**config.mk**
```make
export PLATFORM = sky130hd
export DESIGN_NAME = gpio_pin_bank_control
export DESIGN_NICKNAME = d
export VERILOG_FILES = /design/src/rtl/gpio_bank_pkg.sv /design/src/rtl/gpio_level_if.sv /design/src/rtl/gpio_pin_bank_control.sv /design/src/rtl/pin_level_sync.sv
export VERILOG_INCLUDE_DIRS = /design/src /design/src/rtl
export SDC_FILE = /design/constraint.sdc
export NUM_CORES = 1
export LEC_CHECK = 0
export ABC_AREA = 1
export BUFFER_PORTS_ARGS = -buffer_cell sky130_fd_sc_hd__buf_4
export CAP_MARGIN = 5
export CORE_MARGIN = 2
export CORE_UTILIZATION = 40
export DETAILED_ROUTE_END_ITERATION = 7
export SLEW_MARGIN = 20
export SYNTH_ARGS = -nofsm -noshare
export SYNTH_HDL_FRONTEND = slang
export SYNTH_HIERARCHICAL = 1
export SYNTH_SLANG_ARGS = --single-unit
```
**constraint.sdc**
```tcl
create_clock -name sys_clk -period 3.6 [get_ports sys_clk]
set_clock_uncertainty 0.2 [all_clocks]
set_input_delay 0.72 -clock sys_clk [delete_from_list [all_inputs] [get_ports sys_clk]]
set_output_delay 0.72 -clock sys_clk [all_outputs]
set_load 0.01 [all_outputs]
```
**src/rtl/gpio_bank_defines.svh**
```systemverilog
`ifndef GPIO_BANK_DEFINES_SVH
`define GPIO_BANK_DEFINES_SVH
// Behaviour
// Pins 16..31 each own a 2-bit select field, pin 16 lowest, pin 31 highest
// Select fields are read/write, reset to zero, survive non-fundamental resets
// Select code 0 picks first function, 1 second, 2 and 3 pick nothing
// General-purpose pin with direction bit one is driven as output
// General-purpose pin with direction bit zero is an undriven input
// Alternate-function pin ignores direction; the function alone drives it
// Lower direction and level bits 31:0 map to pins 0..31
// Upper direction and level bits 21:0 map to pins 32..53
// Level reads return present sampled pin levels in every mode
// Level writes change only pins set up as general-purpose outputs
// Upper register bits 31:22 read zero and ignore writes
// Level latch cleared to zero at reset; direction resets to all inputs

// ==========================================================
// Bus geometry
`define GB_ADDR_W        12
`define GB_DATA_W        32

// ==========================================================
// Register offsets
`define GB_OFS_FSEL_HI   12'ha9c
`define GB_OFS_DIR_LO    12'haa8
`define GB_OFS_DIR_HI    12'haac
`define GB_OFS_LVL_LO    12'hab0
`define GB_OFS_LVL_HI    12'hab4
`define GB_OFS_ALT_LO    12'hac0
`define GB_OFS_ALT_HI    12'hac4

// ==========================================================
// Field layout
`define GB_PIN_COUNT     54
`define GB_LO_PINS       32
`define GB_FSEL_BASE     16
`define GB_FSEL_PINS     16
`define GB_FSEL_W        2

// ==========================================================
// Reset values
`define GB_RST_FSEL      32'h0000_0000
`define GB_RST_WORD      32'h0000_0000
`define GB_RST_BIT       1'h0

`endif

```
**src/rtl/gpio_bank_pkg.sv**
```systemverilog
package gpio_bank_pkg;

  typedef enum logic [1:0] {
    FSEL_FIRST  = 2'h0,
    FSEL_SECOND = 2'h1,
    FSEL_RSVD2  = 2'h2,
    FSEL_RSVD3  = 2'h3
  } fsel_code_t;

endpackage

```
**src/rtl/gpio_level_if.sv**
```systemverilog
`timescale 1ns/1ps

interface gpio_level_if #(
  parameter int W = 54
);
  logic [W-1:0] level;

  modport src (output level);
  modport dst (input  level);
endinterface

```
**src/rtl/gpio_pin_bank_control.sv**
```systemverilog
// Implementation choice: the address-and-strobe port.
`timescale 1ns/1ps
`include "gpio_bank_defines.svh"

module gpio_pin_bank_control
  import gpio_bank_pkg::*;
#(
  parameter int PIN_COUNT = `GB_PIN_COUNT
) (
  input  wire logic                  sys_clk,     // Core clock, 50 MHz
  input  wire logic                  resetn,      // Async fundamental reset, low
  input  wire logic [`GB_ADDR_W-1:0] addr,        // Register byte address
  input  wire logic [`GB_DATA_W-1:0] wdata,       // Write data
  input  wire logic                  wr_stb,      // Write strobe
  input  wire logic                  rd_stb,      // Read strobe
  output logic      [`GB_DATA_W-1:0] rdata,       // Read data, cycle after strobe
  input  wire logic [PIN_COUNT-1:0]  pin_in,      // Pad input levels
  output logic      [PIN_COUNT-1:0]  pin_out,     // Pad output levels
  output logic      [PIN_COUNT-1:0]  pin_oe,      // Pad output enables, high drives
  input  wire logic [PIN_COUNT-1:0]  first_alternate_function_out,   // First function level
  input  wire logic [PIN_COUNT-1:0]  first_alternate_function_oe,    // First function enable
  input  wire logic [PIN_COUNT-1:0]  second_alternate_function_out,  // Second function level
  input  wire logic [PIN_COUNT-1:0]  second_alternate_function_oe    // Second function enable
);

  localparam int N    = PIN_COUNT;
  localparam int LO   = `GB_LO_PINS;
  localparam int HI_W = N - LO;

  generate
    if (N <= LO || N > 2 * LO) begin : g_chk
      $error("PIN_COUNT must lie between 33 and 64");
    end
  endgenerate

  // ==========================================================
  // Helpers
  function automatic logic [N-1:0] split_write(input logic [N-1:0]          old,
                                               input logic [`GB_DATA_W-1:0] wd,
                                               input logic                  lo_hit,
                                               input logic                  hi_hit);
    logic [N-1:0] res;
    res = old;
    if (lo_hit) begin
      res[LO-1:0] = wd;
    end
    if (hi_hit) begin
      res[N-1:LO] = wd[HI_W-1:0];
    end
    return res;
  endfunction

  function automatic fsel_code_t pin_code(input logic [`GB_DATA_W-1:0] f,
                                          input int                    idx);
    return fsel_code_t'(f[idx*`GB_FSEL_W +: `GB_FSEL_W]);
  endfunction

  // ==========================================================
  // State
  logic [`GB_DATA_W-1:0] fsel_reg;
  logic [`GB_DATA_W-1:0] fsel_next;
  logic [N-1:0]          dir_reg;
  logic [N-1:0]          dir_next;
  logic [N-1:0]          alt_reg;
  logic [N-1:0]          alt_next;
  logic [N-1:0]          latch_reg;
  logic [N-1:0]          latch_next;
  logic [`GB_DATA_W-1:0] rdata_reg;
  logic [`GB_DATA_W-1:0] rdata_next;
  logic [N-1:0]          pin_out_reg;
  logic [N-1:0]          pin_oe_reg;
  logic [N-1:0]          drive_out_next;
  logic [N-1:0]          drive_oe_next;
  logic [N-1:0]          af_out;
  logic [N-1:0]          af_oe;
  logic [N-1:0]          gpio_out_mask;
  logic [N-1:0]          written;
  logic                  first_cycle_reg;

  gpio_level_if #(.W(N)) level_bus ();

  pin_level_sync #(.W(N)) u_sync (
    .sys_clk (sys_clk),
    .resetn  (resetn),
    .raw     (pin_in),
    .sync    (level_bus.src)
  );

  // ==========================================================
  // Address decode
  wire hit_fsel   = (addr == `GB_OFS_FSEL_HI);
  wire hit_dir_lo = (addr == `GB_OFS_DIR_LO);
  wire hit_dir_hi = (addr == `GB_OFS_DIR_HI);
  wire hit_lvl_lo = (addr == `GB_OFS_LVL_LO);
  wire hit_lvl_hi = (addr == `GB_OFS_LVL_HI);
  wire hit_alt_lo = (addr == `GB_OFS_ALT_LO);
  wire hit_alt_hi = (addr == `GB_OFS_ALT_HI);
  wire wr_fsel    = wr_stb && hit_fsel;
  wire wr_lvl_lo  = wr_stb && hit_lvl_lo;
  wire wr_lvl_hi  = wr_stb && hit_lvl_hi;

  // ==========================================================
  // Register writes
  assign fsel_next = wr_fsel ? wdata : fsel_reg;
  assign dir_next  = split_write(dir_reg, wdata,
                                 wr_stb && hit_dir_lo, wr_stb && hit_dir_hi);
  assign alt_next  = split_write(alt_reg, wdata,
                                 wr_stb && hit_alt_lo, wr_stb && hit_alt_hi);

  // Only pins that are GPIO outputs at write time take the new level
  assign gpio_out_mask = dir_reg & ~alt_reg;
  assign written       = split_write(latch_reg, wdata, wr_lvl_lo, wr_lvl_hi);
  assign latch_next    = (written & gpio_out_mask) | (latch_reg & ~gpio_out_mask);

  // ==========================================================
  // Read path; unmapped addresses and idle cycles return zero
  wire [`GB_DATA_W-1:0] rd_mux =
      hit_fsel   ? fsel_reg                                          :
      hit_dir_lo ? dir_reg[LO-1:0]                                   :
      hit_dir_hi ? `GB_DATA_W'(dir_reg[N-1:LO])                      :
      hit_lvl_lo ? level_bus.level[LO-1:0]                           :
      hit_lvl_hi ? `GB_DATA_W'(level_bus.level[N-1:LO])              :
      hit_alt_lo ? alt_reg[LO-1:0]                                   :
      hit_alt_hi ? `GB_DATA_W'(alt_reg[N-1:LO])                      :
                   `GB_RST_WORD;
  assign rdata_next = rd_stb ? rd_mux : `GB_RST_WORD;

  // ==========================================================
  // Alternate function routing per pin
  genvar p;
  generate
    for (p = 0; p < N; p++) begin : g_pin
      if (p >= `GB_FSEL_BASE && p < `GB_FSEL_BASE + `GB_FSEL_PINS) begin : g_sel
        // Reserved codes leave the pad undriven rather than guess a function
        fsel_code_t code;
        assign code = pin_code(fsel_reg, p - `GB_FSEL_BASE);
        assign af_out[p] = (code == FSEL_SECOND) ? second_alternate_function_out[p] :
                                                   first_alternate_function_out[p];
        assign af_oe[p]  = (code == FSEL_FIRST)  ? first_alternate_function_oe[p]  :
                           (code == FSEL_SECOND) ? second_alternate_function_oe[p] :
                                                   1'b0;
      end else begin : g_fix
        // Selectors for these pins live elsewhere; first function assumed
        assign af_out[p] = first_alternate_function_out[p];
        assign af_oe[p]  = first_alternate_function_oe[p];
      end
    end
  endgenerate

  assign drive_oe_next  = (alt_reg & af_oe)  | (~alt_reg & dir_reg);
  assign drive_out_next = (alt_reg & af_out) | (~alt_reg & latch_reg);

  // ==========================================================
  // Flops. Only fundamental reset exists here, so sticky needs nothing extra
  always_ff @(posedge sys_clk or negedge resetn) begin
    if (!resetn) begin
      fsel_reg  <= `GB_RST_FSEL;
      dir_reg   <= '0;
      alt_reg   <= '0;
      latch_reg <= '0;
    end else begin
      fsel_reg  <= fsel_next;
      dir_reg   <= dir_next;
      alt_reg   <= alt_next;
      latch_reg <= latch_next;
    end
  end

  always_ff @(posedge sys_clk or negedge resetn) begin
    if (!resetn) begin
      rdata_reg   <= `GB_RST_WORD;
      pin_out_reg <= '0;
      pin_oe_reg  <= '0;
    end else begin
      rdata_reg   <= rdata_next;
      pin_out_reg <= drive_out_next;
      pin_oe_reg  <= drive_oe_next;
    end
  end

  always_ff @(posedge sys_clk or negedge resetn) begin
    if (!resetn) begin
      first_cycle_reg <= 1'b1;
    end else begin
      first_cycle_reg <= 1'b0;
    end
  end

  assign rdata   = rdata_reg;
  assign pin_out = pin_out_reg;
  assign pin_oe  = pin_oe_reg;
endmodule

```
**src/rtl/pin_level_sync.sv**
```systemverilog
`timescale 1ns/1ps

module pin_level_sync #(
  parameter int W = 54
) (
  input  wire logic         sys_clk,  // Core clock
  input  wire logic         resetn,   // Async reset, active low
  input  wire logic [W-1:0] raw,      // Asynchronous pin levels
  gpio_level_if.src         sync      // Two-stage sampled levels
);

  logic [W-1:0] stage1_reg;
  logic [W-1:0] stage2_reg;

  generate
    if (W < 1) begin : g_chk
      $error("pin_level_sync needs at least one pin");
    end
  endgenerate

  // ==========================================================
  // Synchroniser; first stage feeds only the second
  always_ff @(posedge sys_clk or negedge resetn) begin
    if (!resetn) begin
      stage1_reg <= '0;
      stage2_reg <= '0;
    end else begin
      stage1_reg <= raw;
      stage2_reg <= stage1_reg;
    end
  end

  assign sync.level = stage2_reg;

endmodule

```
* Word level (Yosys, flattened, before mapping)
Index checks and enable logic that the tools add are counted.
Storage, ports and cells: word-level logic and storage cells 126, bits of input ports 318, output and inout port bits 140, register bits after elaboration 442
Operators by class: equal/unequal tests 23, bitwise operators 11, reductions and logical operators 23, multiplexer cells 58
Operators with widths (number):
- AND 54 bit | 6
- 2-to-1 mux 32 bit | 8
- OR 54 bit | 3
- NOT 54 bit | 2
- equality test 12 bit, second input constant | 7
- 2-to-1 mux 1 bit | 48
- 2-to-1 mux 22 bit | 2
- equality test 2 x 1 -> 1 bit, second input constant | 16
- logical NOT 2 bit | 16
- logical AND 1 bit | 7

* Depth between registers and ports, before layout
depth after elaboration 9, mapped depth 13, gate-level depth less buffers 12

* Hierarchy
Netlist, hierarchy kept.
Modules (own cells, without submodules):
- gpio_pin_bank_control | cells an instance 1697, sequential area each 8358.0 µm², instances 1, area each 14467.6 µm²
- pin_level_sync | cells an instance 108, sequential area each 2702.6 µm², instances 1, area each 2702.6 µm²

* Least setup slack after synthesis
No wires, ideal clock.
path kind input-to-reg, from in addr[10], to reg rdata_reg[12], in the netlist rdata[12], stages 11, library setup time 123 ps, buffers on the path 2, arrival time 1777 ps, setup slack 1499 ps, cell sequence inv_1 -> nand2_2 -> nor2_8 -> inv_2 -> nor2_4 -> nand2_2 -> buf_6 -> buf_6 -> o21a_1 -> o21ai_1 -> a21oi_1
On the way: longest elaborated chain between the ends 9
Ends and longest elaborated chain:
- from (decl) | line gpio_pin_bank_control.sv:12 | input wire logic [`GB_ADDR_W-1:0] addr,
- equality test 12 bit (no line)
- 2-to-1 mux 22 bit (no line)
- 2-to-1 mux 32 bit (no line) (5 in series)
- 2-to-1 mux 32 bit (no line) (*) (2 in series)
- named net rdata_next[12] | line gpio_pin_bank_control.sv:69 | logic [`GB_DATA_W-1:0] rdata_next;
- to (signal assigned) | line gpio_pin_bank_control.sv:171 | rdata_reg <= `GB_RST_WORD;
- to (signal assigned) | line gpio_pin_bank_control.sv:175 | rdata_reg <= rdata_next;
- to (decl) | line gpio_pin_bank_control.sv:68 | logic [`GB_DATA_W-1:0] rdata_reg;
The timed path passes the listed nets; every way through them passes the cells marked *. A chain may end at the register's enable or synchronous reset.

* Final worst setup path
from in addr[10], to reg dir_reg[42]
On the way: longest elaborated chain between the ends 2
Ends and longest elaborated chain:
- equality test 12 bit (no line)
- logical AND 1 bit | line gpio_pin_bank_control.sv:106 | wr_stb && hit_dir_lo, wr_stb && hit_dir_hi);
- to (signal assigned) | line gpio_pin_bank_control.sv:163 | dir_reg <= dir_next;
- to (decl) | line gpio_pin_bank_control.sv:62 | logic [N-1:0] dir_reg;
Every way passes these cells.

==> impl_metrics.env <==
export IMPL_drive_above_1_share_pct=23.4
export IMPL_mostFrequentLayoutCells="sky130_fd_sc_hd__nand2_1, sky130_fd_sc_hd__dfrtp_1, sky130_fd_sc_hd__buf_4, sky130_fd_sc_hd__o21ai_0, sky130_fd_sc_hd__inv_1"
export IMPL_setup_worst_path_class="input port to flip-flop"
export IMPL_failed_checks="negative hold slack"
export IMPL_synth_yosys_seq_area_share_pct=64.4
export IMPL_max_clock_path_buffers=3
export IMPL_most_common_cell_after_layout_fill_and_taps_aside="sky130_fd_sc_hd__nand2_1"
export IMPL_hold_class="input port to asynchronous set/reset pin"
export IMPL_port_buffers=381
export IMPL_die_width_um=211
export IMPL_grt_start_max_net_pins=90
export IMPL_detail_route_first_pass_iterations=5
export IMPL_grt_util_all_layers_pct=24.5
export IMPL_report_final_setup_viol=0
export IMPL_maxClockFrequency_mhz=415
export IMPL_num_vias=13900
export IMPL_drt_wirelength_per_cell_um=19.3
export IMPL_critPathMaxFanout=44
export IMPL_syn_to_final_growth_pct=30.3
export IMPL_library_cell_contributing_the_largest_single_delay_on_the_critical_path="sky130_fd_sc_hd__nand2_2"
export IMPL_path_cells="buf_4 -> inv_1 -> nand2_2 -> nor2_8 -> inv_2 -> nor2_4 -> nand2_2 -> inv_2 -> nand2_2 -> o21ai_0"
export IMPL_cellLeakagePower_nw=11.0
export IMPL_cts_hold_buffers_added=0
export IMPL_grt_antenna_before_repair=13
export IMPL_path_buf_inv=4
export IMPL_hold_viol_final=32
export IMPL_worstSkewPairLatency_ps=580
export IMPL_nets=2533
export IMPL_critPathLaunchType="input port"
export IMPL_drt_drc_violations_left=0
export IMPL_run_status="finished with violations"
export IMPL_cts_tree="done"
export IMPL_top_level_ports=458
export IMPL_synth_warning_count=6
export IMPL_synthDominantAreaCellType="sky130_fd_sc_hd__dfrtp_1"
export IMPL_utilization_pct=53.1
export IMPL_clock_sinks=442
export IMPL_post_drt_via_cell_ratio=4.98
export IMPL_hpwlAfterDp_um=38000
export IMPL_final_min_clock_period_ps=2410
export IMPL_dieHeight_um=211
export IMPL_syn_cell_area_um2=17200
export IMPL_grt_pass1_vias=14000
export IMPL_routabilityCongestion=0.841
export IMPL_grt_setup_unrepaired="false"
export IMPL_crit_path_capture_type="flip-flop"
export IMPL_tightestPinTransition_ps=991
export IMPL_global_route_wire_length_before_repair_um=81800
export IMPL_postSynthAreaPerCell_um2=9.51
export IMPL_timing_max_slew_rel_slack_pct=33.7
export IMPL_crit_required_ps=3860
export IMPL_die_area_um2=44600
export IMPL_drt_iter0_markers=886
export IMPL_synth_net_count=2123
export IMPL_synthTopCellsByArea="sky130_fd_sc_hd__dfrtp_1, sky130_fd_sc_hd__nand2_1, sky130_fd_sc_hd__o21ai_0"
export IMPL_whs_ps=-24.7
export IMPL_synth_seq_cells=442
export IMPL_post_synth_inst_count=1805
export IMPL_maxSlewViolCount=0
export IMPL_detail_route_wirelength_um=54000
export IMPL_critical_path_max_stage_delay_ps=600
export IMPL_synth_top_cell_area_share_pct=64.4
export IMPL_clk_pin_slew_ps=60
export IMPL_crit_path_frequent_cell="sky130_fd_sc_hd__nand2_2"
export IMPL_placeableCoreArea_um2=42100
export IMPL_synthDistinctLibCells=32
export IMPL_worst_path_dominant_cell_family="simple AND/OR/NAND/NOR gates"
export IMPL_core_rowCount=75
export IMPL_postRouteAntennaNets=0
export IMPL_tritoncts_num_buffers=48
export IMPL_initial_utilization_pct=40.8
export IMPL_cts_resized=0
export IMPL_final_setup_tns_ps=0
export IMPL_grt_overflow=0
export IMPL_power_per_cell_area_nw_per_um2=457
export IMPL_irDropWorstVdd_uv=310
export IMPL_clock_tree_htree_level_count=2
export IMPL_fin_crit_sh_pct=67.0
export IMPL_root_buffer="sky130_fd_sc_hd__clkbuf_16"
export IMPL_post_cts_setup_buffer_count=0
export IMPL_cp_data_arrival_time_ps=2670
export IMPL_drv_max_cap_violation_count=0
[synth_stat cells]
library cell and count:
sky130_fd_sc_hd__a21oi_1 21, sky130_fd_sc_hd__a31oi_1 10, sky130_fd_sc_hd__buf_2 24, sky130_fd_sc_hd__buf_4 3, sky130_fd_sc_hd__buf_6 4, sky130_fd_sc_hd__clkbuf_1 29, sky130_fd_sc_hd__clkinv_2 1, sky130_fd_sc_hd__dfrtp_1 442
sky130_fd_sc_hd__inv_1 161, sky130_fd_sc_hd__inv_2 4, sky130_fd_sc_hd__mux2_2 14, sky130_fd_sc_hd__nand2_1 540, sky130_fd_sc_hd__nand2_2 6, sky130_fd_sc_hd__nand3_1 67, sky130_fd_sc_hd__nand3_2 2, sky130_fd_sc_hd__nand4_1 1
sky130_fd_sc_hd__nand4_2 1, sky130_fd_sc_hd__nand4_4 1, sky130_fd_sc_hd__nor2_1 75, sky130_fd_sc_hd__nor2_2 2, sky130_fd_sc_hd__nor2_4 2, sky130_fd_sc_hd__nor2_8 1, sky130_fd_sc_hd__nor3_1 18, sky130_fd_sc_hd__nor3_4 1
sky130_fd_sc_hd__o2111ai_1 3, sky130_fd_sc_hd__o211ai_1 3, sky130_fd_sc_hd__o21a_1 11, sky130_fd_sc_hd__o21ai_0 227, sky130_fd_sc_hd__o21ai_1 107, sky130_fd_sc_hd__o21bai_1 6, sky130_fd_sc_hd__o22ai_1 16, sky130_fd_sc_hd__or2_0 2
[report_power, final]
part,switching [mW],total [mW],internal [mW]
Combinational,0.232,0.447,0.215
Sequential,0.0274,5.07,5.04
Clock,1.95,4.70,2.75
[logic make-up after synthesis]
family,count (synthesis),share of synthesized area (%)
buf+inv,226,5.36
simple gates,719,17.0
compound gates,404,12.3
mux,14,0.918
flops,442,64.4
[stage by stage]
step                      cells  setup WS [ps]  cell area (um2)  hold WS [ps]  total power, mW
after floorplan            1805           1500            17200           131             5.22
after global placement     2704            629            20900           133             5.61
after detailed placement   2704            587            20900           135             5.62
after CTS                  2784           1180            22300          9.14             10.3
after global routing       2786           1010            22300          28.6             10.6
final                      2793           1190            22400         -24.7             10.2
[metal layers]
layer | routed length [um] | global-route usage (%) | vias to the layer above
li1 | - | - | 6660
met1 | 23400 | 32.9 | 6715
met2 | 24900 | 39.1 | 427
met3 | 3970 | 6.16 | 95
met4 | 1630 | 7.94 | 8
met5 | 58 | 0 | -
[final timing paths]
kind	from	to	slack [ps]	depth (start not counted)
worst max-delay path	addr[10]	dir_reg[42]	1190	10
worst min-delay path	resetn	u_sync/stage1_reg[2]	-20	1
worst max register to register	alt_reg[4]	rdata[4]	2190	8
worst min register to register	u_sync/stage1_reg[34]	u_sync/sync.level[34]	140	0
max in group asynchronous	resetn	fsel_reg[7]	2400	2
min in group sys_clk	pin_in[16]	u_sync/stage1_reg[16]	40	1
[area by class of cell]
| cell class | count | area, um2 |
|---|---|---|
| inverters | 166 | 624 |
| diodes | 9 | 22.5 |
| well taps | 539 | 674 |
| repair buffers | 420 | 3270 |
| flip-flops and latches | 442 | 11100 |
| fillers | 3831 | 19800 |
| clock inverters | 11 | 91.3 |
| multi-input cells | 1137 | 5220 |
| clock buffers | 69 | 1400 |
No activity file was read; power rests on OpenSTA's default activity.
